## config.mk

```make
export PLATFORM = sky130hd
export DESIGN_NAME = serial_port_four_mode_uart
export DESIGN_NICKNAME = d
export VERILOG_FILES = /design/src/verilog/serial_port_pkg.sv /design/src/verilog/serial_port_four_mode_uart.sv
export SDC_FILE = /design/constraint.sdc
export NUM_CORES = 1
export LEC_CHECK = 0
export ABC_CLOCK_PERIOD_IN_PS = 2100
export BUFFER_PORTS_ARGS = -buffer_cell sky130_fd_sc_hd__buf_2
export CORE_ASPECT_RATIO = 1.1
export CORE_MARGIN = 5
export CORE_UTILIZATION = 51
export CTS_CLUSTER_SIZE = 40
export DETAILED_ROUTE_END_ITERATION = 10
export GPL_ROUTABILITY_DRIVEN = 0
export GPL_TIMING_DRIVEN = 0
export PLACE_DENSITY_LB_ADDON = 0.12
export SLEW_MARGIN = 20
export SYNTH_ARGS = -nofsm -noshare
export SYNTH_HDL_FRONTEND = slang
export SYNTH_SLANG_ARGS = --single-unit
```

## constraint.sdc

```tcl
create_clock -name CLK -period 2.1 [get_ports CLK]
set_input_delay 0.42 -clock CLK [delete_from_list [all_inputs] [get_ports CLK]]
set_output_delay 0.42 -clock CLK [all_outputs]
set_load 0.02 [all_outputs]
```

## src/verilog/serial_port_pkg.sv

```systemverilog
`default_nettype none
package serial_port_pkg;

  // Register indices; the bus byte address is four times the index
  localparam logic [7:0] IDX_RATE_CTRL  = 8'h87;
  localparam logic [7:0] IDX_SERIAL_CTL = 8'h98;
  localparam logic [7:0] IDX_SERIAL_BUF = 8'h99;
  localparam logic [7:0] IDX_CONFIG     = 8'hAF;
  localparam logic [7:0] IDX_SERIAL_CTL2 = 8'hE1;
  localparam int         ADDR_W         = 10;

  // serial_control fields
  localparam int CTL_RECEIVE_DONE  = 0;
  localparam int CTL_TRANSMIT_DONE = 1;
  localparam int CTL_RX_NINTH      = 2;
  localparam int CTL_TX_NINTH      = 3;
  localparam int CTL_RX_ENABLE     = 4;
  localparam int CTL_FILTER        = 5;
  localparam int CTL_MODE_LO       = 6;
  localparam int CTL_MODE_HI       = 7;
  // Other fields
  localparam int RATE_DOUBLE_BIT   = 7;
  localparam int EXT_RX_ENABLE_BIT = 6;
  localparam int OVERWRITE_BIT     = 5;

  // Reset values
  localparam logic [7:0] RESET_RATE_CTRL  = 8'h00;
  localparam logic [7:0] RESET_SERIAL_CTL = 8'h00;
  localparam logic [7:0] RESET_SERIAL_BUF = 8'h00;
  localparam logic [7:0] RESET_CONFIG     = 8'h00;

  // Timing counts in core clocks or rate ticks
  localparam int SHIFT_MODE_DIV  = 12;
  localparam int SHIFT_MODE_HALF = SHIFT_MODE_DIV / 2;
  localparam int OVERSAMPLE      = 16;
  localparam int FIXED_DIV_SLOW  = 64;
  localparam int FIXED_DIV_FAST  = 32;
  localparam int START_CHECK     = OVERSAMPLE / 2 - 1;

  // Frame lengths in bit ticks; transmit lengths count one extra tick that ends the last bit
  localparam logic [3:0] TX_LEN_SHIFT = 4'h9;
  localparam logic [3:0] TX_LEN_8BIT  = 4'hB;
  localparam logic [3:0] TX_LEN_9BIT  = 4'hC;
  localparam logic [3:0] RX_LEN_ASYNC = 4'h9;
  localparam logic [3:0] RX_LEN_SHIFT = 4'h8;

  typedef enum logic [1:0] {MODE_SHIFT, MODE_8BIT, MODE_9BIT_FIXED, MODE_9BIT_VAR} mode_t;
  typedef enum logic [1:0] {RX_IDLE, RX_START, RX_BITS, RX_SHIFT0} rx_state_t;

endpackage : serial_port_pkg
`default_nettype wire

```

## src/verilog/serial_port_four_mode_uart.sv

```systemverilog
// The implementer's own choice: the APB slave port.
`timescale 1ns/1ps
`default_nettype none
// How it works
// - Two top control bits pick mode
// - Shift mode: data on receive pin, clock/12
// - Buffer write starts transmit, LSB first
// - Shift receive needs enable set, flag clear
// - 8-bit frame: start, eight data, stop
// - Variable rate from timer overflow ticks
// - 8-bit: stop in ninth slot, flag
// - Async receive starts on valid falling edge
// - Without extension, accept only flag clear
// - 8-bit filter needs stop bit high
// - Failed check drops frame, no flag
// - 8-bit accept: buffer, stop bit, flag
// - 9-bit frame: start, data, ninth, stop
// - Fixed 9-bit rate from core clock
// - 9-bit transmit ninth bit, flag on stop
// - 9-bit filter needs ninth bit high
// - 9-bit accept: buffer, ninth, flag
// - Mode 3 equals mode 2, timer rate
// - Extension overwrites, flags error, read clears
module serial_port_four_mode_uart (
  input  wire logic                               CLK,
  input  wire logic                               RESETN,
  input  wire logic                               PSEL,
  input  wire logic                               PENABLE,
  input  wire logic                               PWRITE,
  input  wire logic [serial_port_pkg::ADDR_W-1:0] PADDR,
  input  wire logic [31:0]                        PWDATA,
  output var  logic [31:0]                        PRDATA,
  output logic                                    PREADY,
  output logic                                    PSLVERR,
  input  wire logic                               TX_RATE_TICK,
  input  wire logic                               RX_RATE_TICK,
  input  wire logic                               RXD_IN,
  output var  logic                               RXD_OUT,
  output logic                                    RXD_OE,
  output logic                                    TXD
);

  function automatic logic reg_hit(input logic [serial_port_pkg::ADDR_W-1:0] addr, input logic [7:0] idx);
    reg_hit = (addr == {idx, 2'b00});
  endfunction : reg_hit

  // Register file and bus state
  logic [7:0] rate_ctrl;
  logic [7:0] ctl;
  logic [7:0] next_ctl;
  logic [7:0] cfg;
  logic [7:0] rx_buf;
  logic [7:0] tx_data;
  logic       overwrite;

  // Receive pin synchroniser and edge history
  logic       rx_meta;
  logic       rx_sync;
  logic       rx_prev;

  // Dividers: core_cnt and shift_div run free for the fixed rates; tx_sub counts timer ticks, os_cnt oversample ticks
  logic [5:0] core_cnt;
  logic [3:0] shift_div;
  logic [3:0] tx_sub;
  logic [3:0] os_cnt;

  // Transmit shifter; ones shift in behind the frame
  logic [10:0] tx_shift;
  logic [3:0] tx_left;
  logic       tx_busy;
  logic       tx_phase;
  logic       txd_line;

  // Receive shifter; the newest sample enters at the top
  logic [8:0] rx_shift;
  logic [3:0] rx_left;
  logic       rx_phase;
  serial_port_pkg::rx_state_t rx_state;

  // Bus decode
  wire        setup_cyc = PSEL & ~PENABLE;
  wire        access    = PSEL & PENABLE;
  wire        hit_rate  = reg_hit(PADDR, serial_port_pkg::IDX_RATE_CTRL);
  wire        hit_ctl   = reg_hit(PADDR, serial_port_pkg::IDX_SERIAL_CTL);
  wire        hit_buf   = reg_hit(PADDR, serial_port_pkg::IDX_SERIAL_BUF);
  wire        hit_cfg   = reg_hit(PADDR, serial_port_pkg::IDX_CONFIG);
  wire        hit_ctl2  = reg_hit(PADDR, serial_port_pkg::IDX_SERIAL_CTL2);
  wire        hit_any   = hit_rate | hit_ctl | hit_buf | hit_cfg | hit_ctl2;
  wire        wr_rate   = access & PWRITE & hit_rate;
  wire        wr_ctl    = access & PWRITE & hit_ctl;
  wire        wr_buf    = access & PWRITE & hit_buf;
  wire        wr_cfg    = access & PWRITE & hit_cfg;
  wire        rd_buf    = access & ~PWRITE & hit_buf;


  // Every register answers at once, so no wait states are inserted
  assign PREADY  = 1'b1;
  assign PSLVERR = access & ~hit_any;

  // Mode and option decode
  wire serial_port_pkg::mode_t mode = serial_port_pkg::mode_t'(ctl[serial_port_pkg::CTL_MODE_HI:serial_port_pkg::CTL_MODE_LO]);
  wire        is_shift    = (mode == serial_port_pkg::MODE_SHIFT);
  wire        is_fixed9   = (mode == serial_port_pkg::MODE_9BIT_FIXED);
  wire        is_8bit     = (mode == serial_port_pkg::MODE_8BIT);
  wire        rate_double = rate_ctrl[serial_port_pkg::RATE_DOUBLE_BIT];
  wire        ext_rx      = cfg[serial_port_pkg::EXT_RX_ENABLE_BIT];
  wire        rx_enable   = ctl[serial_port_pkg::CTL_RX_ENABLE];
  wire        filter      = ctl[serial_port_pkg::CTL_FILTER];
  wire        ri          = ctl[serial_port_pkg::CTL_RECEIVE_DONE];

  // Read data is captured in the setup cycle so the access phase needs no wait
  // Unmapped addresses read as zero
  wire [7:0]  rd_mux = hit_rate ? rate_ctrl :
                       hit_ctl  ? ctl :
                       hit_buf  ? rx_buf :
                       hit_cfg  ? cfg :
                       hit_ctl2 ? (8'h01 << serial_port_pkg::OVERWRITE_BIT) & {8{overwrite}} : 8'h00;

  // Bit timing
  // Mode 2 divides the core clock by a power of two, so a mask replaces a counter
  wire [5:0]  fixed_mask = rate_double ? 6'(serial_port_pkg::FIXED_DIV_FAST - 1)
                                       : 6'(serial_port_pkg::FIXED_DIV_SLOW - 1);
  wire [5:0]  os_mask    = fixed_mask >> 4;
  wire        shift_tick = (shift_div == 4'(serial_port_pkg::SHIFT_MODE_DIV - 1));
  wire        shift_rise = (shift_div == 4'(serial_port_pkg::SHIFT_MODE_HALF));
  // Mode 3 differs from mode 2 only in where the bit tick comes from
  wire        tx_tick    = is_shift  ? shift_tick :
                           is_fixed9 ? ((core_cnt & fixed_mask) == fixed_mask) :
                           (TX_RATE_TICK & (tx_sub == 4'(serial_port_pkg::OVERSAMPLE - 1)));
  wire        os_tick    = is_fixed9 ? ((core_cnt & os_mask) == os_mask) : RX_RATE_TICK;

  // Receive decisions
  // Acceptance is judged at the ninth sample, before it is shifted in
  wire        rx_mid_bit  = os_tick & (os_cnt == 4'(serial_port_pkg::OVERSAMPLE - 1));
  wire        final_async = (rx_state == serial_port_pkg::RX_BITS) & rx_mid_bit & (rx_left == 4'h1);
  wire        rx_accept_a = final_async & (ext_rx | ~ri) & (~filter | rx_sync);
  wire        final_shift = (rx_state == serial_port_pkg::RX_SHIFT0) & shift_tick & (rx_left == 4'h0);
  wire        rx_accept   = rx_accept_a | final_shift;
  wire        ti_set      = tx_busy & tx_tick & (tx_left == 4'h2);
  wire        shift_start = is_shift & rx_enable & ~ri & ~tx_busy
                            & (rx_state == serial_port_pkg::RX_IDLE);
  wire        async_start = ~is_shift & rx_enable & rx_prev & ~rx_sync
                            & (rx_state == serial_port_pkg::RX_IDLE);

  // Flags: software may only clear them and a hardware set wins
  // Writing a 1 to a flag keeps it, so a read-modify-write cannot set one
  always_comb begin
    next_ctl = ctl;
    if (wr_ctl) begin
      next_ctl = PWDATA[7:0];
      next_ctl[serial_port_pkg::CTL_RECEIVE_DONE]  = ri & PWDATA[serial_port_pkg::CTL_RECEIVE_DONE];
      next_ctl[serial_port_pkg::CTL_TRANSMIT_DONE] = ctl[serial_port_pkg::CTL_TRANSMIT_DONE]
                                                    & PWDATA[serial_port_pkg::CTL_TRANSMIT_DONE];
    end
    if (rx_accept_a) begin
      next_ctl[serial_port_pkg::CTL_RX_NINTH] = rx_sync;
    end
    if (rx_accept) begin
      next_ctl[serial_port_pkg::CTL_RECEIVE_DONE] = 1'b1;
    end
    if (ti_set) begin
      next_ctl[serial_port_pkg::CTL_TRANSMIT_DONE] = 1'b1;
    end
  end

  // Shift mode: clock idles high and goes low for the first half of each bit
  assign TXD    = is_shift ? ~((tx_phase | rx_phase) & (shift_div < 4'(serial_port_pkg::SHIFT_MODE_HALF)))
                           : txd_line;
  assign RXD_OE = is_shift & tx_busy;

  // Two flops before any logic reads the receive pin; reset to the idle level

  always_ff @(posedge CLK or negedge RESETN) begin
    if (!RESETN) begin
      rx_meta <= 1'b1;
      rx_sync <= 1'b1;
      rx_prev <= 1'b1;
    end else begin
      rx_meta <= RXD_IN;
      rx_sync <= rx_meta;
      rx_prev <= rx_sync;
    end
  end

  always_ff @(posedge CLK or negedge RESETN) begin
    if (!RESETN) begin
      rate_ctrl <= serial_port_pkg::RESET_RATE_CTRL;
      ctl       <= serial_port_pkg::RESET_SERIAL_CTL;
      cfg       <= serial_port_pkg::RESET_CONFIG;
      PRDATA    <= 32'h0000_0000;
    end else begin
      ctl <= next_ctl;
      if (wr_rate) begin
        rate_ctrl <= PWDATA[7:0];
      end
      if (wr_cfg) begin
        cfg <= PWDATA[7:0];
      end
      if (setup_cyc) begin
        PRDATA <= {24'h00_0000, rd_mux};
      end
    end
  end

  always_ff @(posedge CLK or negedge RESETN) begin
    if (!RESETN) begin
      rx_buf    <= serial_port_pkg::RESET_SERIAL_BUF;
      overwrite <= 1'b0;
    end else begin
      if (rx_accept) begin
        rx_buf <= rx_shift[8:1];
      end
      // A new overwrite in the same cycle as a buffer read is kept
      if (rx_accept_a & ext_rx & ri) begin
        overwrite <= 1'b1;
      end else if (rd_buf) begin
        overwrite <= 1'b0;
      end
    end
  end

  always_ff @(posedge CLK or negedge RESETN) begin
    if (!RESETN) begin
      core_cnt  <= 6'h00;
      shift_div <= 4'h0;
      tx_sub    <= 4'h0;
    end else begin
      core_cnt  <= core_cnt + 6'h01;
      shift_div <= shift_tick ? 4'h0 : shift_div + 4'h1;
      if (TX_RATE_TICK) begin
        tx_sub <= tx_sub + 4'h1;
      end
    end
  end

  // A restart truncates the frame in flight; software should wait for the done flag
  // Transmitter: a write restarts it even if a frame is in flight
  always_ff @(posedge CLK or negedge RESETN) begin
    if (!RESETN) begin
      tx_data  <= 8'h00;
      tx_shift <= 11'h7FF;
      tx_left  <= 4'h0;
      tx_busy  <= 1'b0;
      tx_phase <= 1'b0;
      txd_line <= 1'b1;
      RXD_OUT  <= 1'b1;
    end else if (wr_buf) begin
      tx_data  <= PWDATA[7:0];
      tx_busy  <= 1'b1;
      tx_phase <= 1'b0;
      if (is_shift) begin
        tx_shift <= {3'b111, PWDATA[7:0]};
        tx_left  <= serial_port_pkg::TX_LEN_SHIFT;
      end else if (is_8bit) begin
        tx_shift <= {2'b11, PWDATA[7:0], 1'b0};
        tx_left  <= serial_port_pkg::TX_LEN_8BIT;
      end else begin
        tx_shift <= {1'b1, ctl[serial_port_pkg::CTL_TX_NINTH], PWDATA[7:0], 1'b0};
        tx_left  <= serial_port_pkg::TX_LEN_9BIT;
      end
    end else if (tx_busy & tx_tick) begin
      tx_shift <= {1'b1, tx_shift[10:1]};
      tx_left  <= tx_left - 4'h1;
      // The last tick ends the last bit and frees the line
      if (tx_left == 4'h1) begin
        tx_busy  <= 1'b0;
        tx_phase <= 1'b0;
      end else begin
        tx_phase <= 1'b1;
        if (is_shift) begin
          RXD_OUT <= tx_shift[0];
        end else begin
          txd_line <= tx_shift[0];
        end
      end
    end
  end

  // Receiver
  // Mode 0 samples at the clock rise, half a bit after the data moved
  // Async modes wait eight oversample ticks to reach the middle of the start bit
  always_ff @(posedge CLK or negedge RESETN) begin
    if (!RESETN) begin
      rx_state <= serial_port_pkg::RX_IDLE;
      rx_shift <= 9'h000;
      rx_left  <= 4'h0;
      rx_phase <= 1'b0;
      os_cnt   <= 4'h0;
    end else begin
      case (rx_state)
        serial_port_pkg::RX_IDLE: begin
          os_cnt <= 4'h0;
          if (shift_start) begin
            rx_state <= serial_port_pkg::RX_SHIFT0;
            rx_left  <= serial_port_pkg::RX_LEN_SHIFT;
          end else if (async_start) begin
            rx_state <= serial_port_pkg::RX_START;
          end
        end
        serial_port_pkg::RX_START: begin
          if (os_tick) begin
            os_cnt <= os_cnt + 4'h1;
            if (os_cnt == 4'(serial_port_pkg::START_CHECK)) begin
              os_cnt   <= 4'h0;
              rx_left  <= serial_port_pkg::RX_LEN_ASYNC;
              // A glitch that is high again at mid-bit is not a start bit
              rx_state <= rx_sync ? serial_port_pkg::RX_IDLE : serial_port_pkg::RX_BITS;
            end
          end
        end
        serial_port_pkg::RX_BITS: begin
          if (os_tick) begin
            os_cnt <= os_cnt + 4'h1;
          end
          if (rx_mid_bit) begin
            rx_shift <= {rx_sync, rx_shift[8:1]};
            rx_left  <= rx_left - 4'h1;
            if (rx_left == 4'h1) begin
              rx_state <= serial_port_pkg::RX_IDLE;
            end
          end
        end
        serial_port_pkg::RX_SHIFT0: begin
          if (shift_tick) begin
            if (rx_left == 4'h0) begin
              rx_phase <= 1'b0;
              rx_state <= serial_port_pkg::RX_IDLE;
            end else begin
              rx_phase <= 1'b1;
            end
          end else if (shift_rise & rx_phase & (rx_left != 4'h0)) begin
            rx_shift <= {rx_sync, rx_shift[8:1]};
            rx_left  <= rx_left - 4'h1;
          end
        end
        default: begin
          rx_state <= serial_port_pkg::RX_IDLE;
        end
      endcase
    end
  end

endmodule : serial_port_four_mode_uart
`default_nettype wire

```

==> summary.md, run 1 <==
| Metric | Value |
|---|---|
| Outcome | `finished, final reports clean` |
| Critical path's slowest cell | `or4_4` |
| Static Leak | `2.92 nW` |
| Synthesis-to-layout area growth | `20.3%` |
| Starting density of the core | `between 50 and 60%` |
| Gr ovfl total | `0` |
| DP HPWL | `~8.1 mm` |
| Worst path max stage delay | `570 ps` |
| Final setup vio count | `0` |
| Worst R2R Path Depth | `7` |
| Crit path from | `shift_div[0]$_DFF_PN0_` |
| Core area | `9790 um2` |
| Reg2reg start | `shift_div[0]$_DFF_PN0_` |
| Clk buf depth | `2` |
| Hold EP | `rx_meta$_DFF_PN1_` |
| Hold Slack | `roughly 150 ps` |
| Hold Path Class | `input port to register` |
| First-pass DRT Iterations | `5` |
| CP Class | `register to register` |
| Setup TNS | `0 ps` |
| H-tree depth | `3` |
| Post-synth EDFFs | `0` |
| Min-Delay Path Depth | `1` |
| Unrepaired setup endpoints after global routing | `yes` |
| DRT antenna net count | `0` |
| Via count | `slightly below 4000` |
| Initial antenna violation count | `0` |
| Min-delay src | `RXD_IN` |
| Die footprint | `approximately 12000 um2` |
| Worst R2R End | `rx_left[0]$_DFFE_PN0P_` |
| Critical Path Sink Type | `register` |
| Yosys warning total | `0` |
| Routed Wire Length | `approximately 11 mm` |
| Clock skew | `11.6 ps` |
| Clock Sinks | `95` |
| Die height | `between 100 and 150 um` |
| Non-Filler Instances | `slightly below 700` |
| PortBufs | `37` |
| Worst-path clk slew | `approximately 100 ps` |
| Element type at the critical path start | `register` |
| Synth Cell Area | `5050 um2` |
| N_diodes | `0` |
| Initial DRC count | `roughly 200` |
| Max Freq | `481 MHz` |
| CTS tree | `built` |
| Root Driver | `clkbuf_8` |
| # IOs | `87` |
| WL/cell | `16.2 um` |
| Slew Limit Headroom | `64.0%` |
| Largest net degree at the start of global routing | `between 60 and 70` |
| Period utilisation layout | `98.9%` |
| Drt drc | `0` |
| Worst slew pin tran | `approximately 540 ps` |
| Pwr Density | `around 860 nW/um2` |
| Tmin final | `a little over 2000 ps` |
| Vias in the first global route | `3713` |
| FFs w/ async S/R, synth | `100%` |
| Worst-path cell chain | `inv_1, ha_1, nand4b_1, o21a_1, or4_4, or3_1, o21ai_1` |
| Netlist cell types | `66` |
| Post-synthesis sequential area ratio | `between 40% and 50%` |
| Row count | `38` |
| Drt via density | `around 5.6` |
| Critical Path RT | `approximately 2400 ps` |
| First-pass GRT wire length | `around 18 mm` |
| GRT Util Overall | `18.8%` |
| Cells after DPL | `~660` |
| Crit-path max FO | `4` |
| Share of cells above drive strength 1 | `36.3%` |
| Worst skew pair latency | `around 370 ps` |
| Hold Fails Final Rpt | `0` |
| Max Slew Vio Count | `0` |
| Nets | `~630` |
| Cells after synthesis | `around 480` |
| Die Wd | `approximately 100 um` |
| Yosys reg bits | `95` |
| Post-synth top flop | `dfrtp_1` |
| Peak VDD IR | `approximately 0.63 mV` |
| Arr. time, crit path | `roughly 2400 ps` |
| Synthesized area per cell | `between 10 and 15 um2` |
| R2R Setup Slk | `between 20 and 25 ps` |
| Max-cap violation count | `0` |
| Number of buffers created by CTS | `9` |
## synthesized netlist by cell type, drive strengths merged, types with 3 or more instances
cell,instances,area (um2)
and3,3,20.0
dfstp,15,394
mux2i,19,190
clkbuf,10,38.8
xnor2,6,52.6
a221oi,3,26.3
nor2,26,100
ha,14,175
or3,3,18.8
a31oi,5,46.3
a211oi,10,75.1
a21oi,19,95.1
nand2,32,123
mux2,43,484
nand4,4,31.3
o22ai,5,31.3
o21ai,32,160
nor2b,9,56.3
nor3,10,82.6
dfrtp,80,2000
and4,3,26.3
inv,22,82.6
buf,33,233
xor2,5,43.8
nand3,21,110
nand2b,6,40.0
nor3b,3,27.5
## cell type report
cell class | instances | area, um2
Sequential cell | 95 | 2400
Buffer | 37 | 264
Fill cell | 831 | 3710
Clock buffer | 10 | 138
Multi-Input combinational cell | 339 | 2490
Tap cell | 120 | 150
Timing Repair Buffer | 66 | 469
Inverter | 22 | 85.1
Clock inverter | 6 | 83.8
## placed cells by master, fill, tap and decap left out, types with 3 or more instances in the layout
cell type / instances
a31oi_1: 3
nand2_1: 31
xor2_1: 5
o21ai_1: 3
a211oi_1: 9
nand4_1: 3
buf_2: 36
buf_6: 6
inv_1: 17
dfstp_2: 15
o22ai_1: 5
o21ai_0: 29
dfrtp_1: 78
nand2b_1: 5
ha_1: 8
clkbuf_1: 4
nor3_4: 3
conb_1: 25
nand3_1: 20
clkbuf_8: 10
mux2i_1: 19
inv_2: 4
nor2b_1: 9
or3_1: 3
ha_4: 3
clkinv_2: 3
ha_2: 3
nor3_1: 5
mux2_2: 43
xnor2_1: 6
a221oi_1: 3
buf_4: 51
nor2_1: 25
a21oi_1: 17
## through the flow
step	setup WS (ps)	instance area [um2]	power [W]	utilization [%]
global placement	-337	5480	0.00348	56.0
detailed placement	-352	5520	0.00352	56.3
global route	-62.2	6080	0.00552	62.1
finish	22.2	6080	0.00521	62.1
CTS	0.154	5990	0.00505	61.1
floorplan	4.47	5150	0.00319	-
## cell families (layout without fill, tap and decap cells)
kind of cell / Yosys count / count (layout) / synth area share, %
flops: 95 / 95 / 47.4
buf+inv: 65 / 141 / 7.00
mux: 62 / 62 / 13.3
simple gates: 135 / 135 / 15.1
fa+ha+maj: 14 / 14 / 3.47
other cells: 2 / 25 / 0.149
compound gates: 92 / 92 / 11.6
xor+xnor: 11 / 11 / 1.91
## report_power, final
part           switching, W  internal [W]  leakage, nW
clock              0.000645      0.000700        0.116
sequential         0.000194       0.00207         1.20
combinational      0.000806      0.000792         1.61
total               0.00165       0.00356         2.92
## flip-flops by register name (all words and copies together), names as in the netlist, 2 cells and up
name,flops
PRDATA,8
cfg,8
core_cnt,6
ctl,8
os_cnt,4
rate_ctrl,8
rx_buf,8
rx_left,4
rx_shift,8
rx_state,2
shift_div,4
tx_left,4
tx_shift,10
tx_sub,4
## critical path: cells and delay by family (launching register included)
kind	cells	cell delay [ps]
AO/OA/AOI/OAI	2	320
adder cells (fa/ha/maj)	1	140
flip-flops	1	420
buffers and inverters	1	70
AND/OR/NAND/NOR	3	1070
## routing by layer
layer | vias up | routed length (um) | share of wire, % | track usage (%)
met5 | - | 0 | 0 | 0
met4 | 0 | 215 | 1.9 | 7.16
met3 | 19 | 543 | 4.8 | 2.93
met2 | 95 | 5640 | 50 | 31.4
met1 | 1928 | 4880 | 43 | 24.9
li1 | 1837 | - | - | -
## worst max-delay path by stage
stage                        endpoint  slack (ps)
2_1_floorplan  rx_left[0]$_DFFE_PN0P_           4
3_3_place_gp                      TXD        -340
3_5_place_dp                      TXD        -350
4_1_cts        rx_left[0]$_DFFE_PN0P_         0.2
5_1_grt        rx_left[0]$_DFFE_PN0P_         -60
6_report       rx_left[0]$_DFFE_PN0P_          20
## what timing repair did
item | in CTS | in global routing
endpoints found under the hold margin | 30 | 0
endpoints found under the setup margin | 24 | 34
pin swaps | 4 | 8
cloned | 0 | 0
buffers inserted | 14 | 13
hold buffers | 1 | 0
resized for setup | 38 | 16
Note: power is estimated with default switching activity, not from simulation.
==> inputs of run 2 (changes only) <==
- PLACE_DENSITY: not set -> 0.76
- PLACE_DENSITY_LB_ADDON: 0.12 -> not set
==> summary.md, run 2 (synthesis results as in run 1) <==
| Metric | Value |
|---|---|
| Flip-flop and latch area | `2400 um2 (about the same)` |
| Max Slew Vio Count | `0 (unchanged)` |
| Initial antenna violation count | `0 (unchanged)` |
| Die height | `114 um (unchanged)` |
| First-pass DRT Iterations | `5 (unchanged)` |
| Critical Path RT | `2360 ps (-40 ps)` |
| Most frequent cells in the layout | `dfrtp_1, buf_4, buf_2` |
| Max-cap violation count | `0 (unchanged)` |
| Min-delay src | `RXD_IN` |
| Routed Wire Length | `11.9 mm (+5.4%)` |
| Unrepaired setup endpoints after global routing | `yes` |
| Slack of the critical path | `-23.6 ps (-45.8 ps)` |
| Starting density of the core | `51.6% (unchanged)` |
| Arr. time, crit path | `2380 ps (about the same)` |
| Static Leak | `3.01 nW (+3.1%)` |
| Non-Filler Instances | `707 (+1.7%)` |
| N_diodes | `0 (unchanged)` |
| Min-Delay Path Depth | `1 (unchanged)` |
| Peak VDD IR | `0.399 mV (-37%)` |
| Hold Fails Final Rpt | `0 (unchanged)` |
| Cells after DPL | `657 (unchanged)` |
| Outcome | `complete, but fails checks` |
| Reg2reg start | `rx_state[0]$_DFFE_PN0P_` |
| Clk buf depth | `2 (unchanged)` |
| GRT Util Overall | `18.9% (+0.099 points)` |
| Drt drc | `0 (unchanged)` |
| Drt via density | `5.64 (+0.99%)` |
| Row count | `38 (unchanged)` |
| DP HPWL | `8.04 mm (-0.58%)` |
| Die footprint | `12000 um2 (unchanged)` |
| CP Class | `register to register` |
| CTS tree | `built` |
| Clock Sinks | `95 (unchanged)` |
| Gr ovfl total | `0 (unchanged)` |
| Die Wd | `105 um (unchanged)` |
| Pwr Density | `839 nW/um2 (-2.0%)` |
| Worst-path clk slew | `90 ps (about the same)` |
| Place WS | `-308 ps (+44.2 ps)` |
| H-tree depth | `3 (unchanged)` |
| PortBufs | `37 (unchanged)` |
| Failing checks | `setup timing` |
| Vias in the first global route | `3784 (+1.9%)` |
| Element type at the critical path start | `register` |
| Critical Path Sink Type | `register` |
| Root Driver | `clkbuf_8` |
| Tmin final | `2120 ps (+45.8 ps)` |
| Commonest non-fill, non-tap cell in the layout | `dfrtp_1` |
| Synthesis-to-layout area growth | `23.0%` |
| Hold EP | `rx_meta$_DFF_PN1_` |
| Core area | `9790 um2 (unchanged)` |
| Initial DRC count | `233 (+19%)` |
| Max Freq | `471 MHz (-2.2%)` |
| Multi-input gate area | `2530 um2 (+1.4%)` |
| Nets | `646 (+1.9%)` |
| Worst skew pair latency | `380 ps (about the same)` |
| Worst R2R Path Depth | `8 (+1)` |
| Core Util, Final | `63.5% (+1.4 points)` |
| DRT antenna net count | `0 (unchanged)` |
| Via count | `3985 (+2.7%)` |
| R2R Setup Slk | `-20 ps (-50 ps)` |
| Final setup vio count | `6 (+6)` |
| Max reg flops | `10 (unchanged)` |
| Number of buffers created by CTS | `9 (unchanged)` |
| Period utilisation layout | `101% (+2.2 points)` |
| # IOs | `87 (unchanged)` |
| WL/cell | `16.8 um (+3.6%)` |
| Worst R2R End | `rx_buf[5]$_DFFE_PN0P_` |
| Share of cells above drive strength 1 | `37.6% (+1.3 points)` |
| Clock skew | `14.5 ps (+2.90 ps)` |
| Most flop-heavy register | `tx_shift` |
| Crit-path max FO | `6 (+2)` |
| Largest net degree at the start of global routing | `65 (+3.2%)` |
| Hold Path Class | `input port to register` |
| Fillers | `747 (-10%)` |
| First-pass GRT wire length | `18.3 mm (-0.37%)` |
-- run 2: report_power, final --
group          leakage, nW  switching [W]  total (W)  internal [W]
clock                0.103       0.000688    0.00128      0.000589
sequential            1.20       0.000198    0.00227       0.00207
combinational         1.71       0.000842    0.00167      0.000829
-- run 2: final cells by class --
cell class              count  area share [%]
flip-flops and latches     95            38.6
multi-input cells         339            40.7
inverters                  22            1.37
plain buffers              39            4.79
clock inverters             6            1.11
well taps                 120            2.42
clock buffers              10            2.21
repair buffers             76            8.88
-- run 2: worst max-delay path by stage --
stage,endpoint,slack [ps],from,cells past startpoint
finish,rx_buf[5]$_DFFE_PN0P_,-20,rx_state[0]$_DFFE_PN0P_,8
global placement,TXD,-300,ctl[7]$_DFFE_PN0P_,7
floorplan,rx_left[0]$_DFFE_PN0P_,4,rx_left[0]$_DFFE_PN0P_,8
CTS,rx_left[0]$_DFFE_PN0P_,0.6,rx_state[0]$_DFFE_PN0P_,8
global route,rx_state[1]$_DFFE_PN0P_,-50,shift_div[0]$_DFF_PN0_,7
detailed placement,TXD,-310,ctl[7]$_DFFE_PN0P_,7
-- run 2: per-stage QoR --
| stage | cell area, um2 | setup TNS, ps | hold WS, ps | total power (W) |
|---|---|---|---|---|
| floorplan | 5150 | 0 | 124 | 0.00319 |
| global placement | 5480 | -26080 | 346 | 0.00346 |
| detailed placement | 5520 | -8080 | 318 | 0.00353 |
| CTS | 5990 | 0 | 117 | 0.00501 |
| global route | 6220 | -131 | 122 | 0.00548 |
| finish | 6220 | -62.7 | 129 | 0.00521 |
-- run 2: timing repair --
action	4_1_cts	5_1_grt
hold buffers	1	0
pin swaps	6	14
buffers inserted	20	16
cloned	0	1
endpoints found under the hold margin	28	0
resized for setup	33	25
setup endpoints to repair	26	24
-- run 2: layer usage --
layer / vias up / wire length (um) / track usage (%)
li1: 1859 / - / -
met1: 1958 / 4650 / 23.9
met2: 144 / 6210 / 32.7
met3: 24 / 748 / 4.17
met4: 0 / 278 / 5.37
met5: - / 0 / 0
-- run 2: critical path, cell delays in order (launching register included) --
cell and delay [ps]:
dfrtp_1 400, inv_1 120, ha_2 270, inv_4 70
a221oi_1 300, and4_4 300, a31oi_4 60, clkbuf_16 190
mux2_4 290
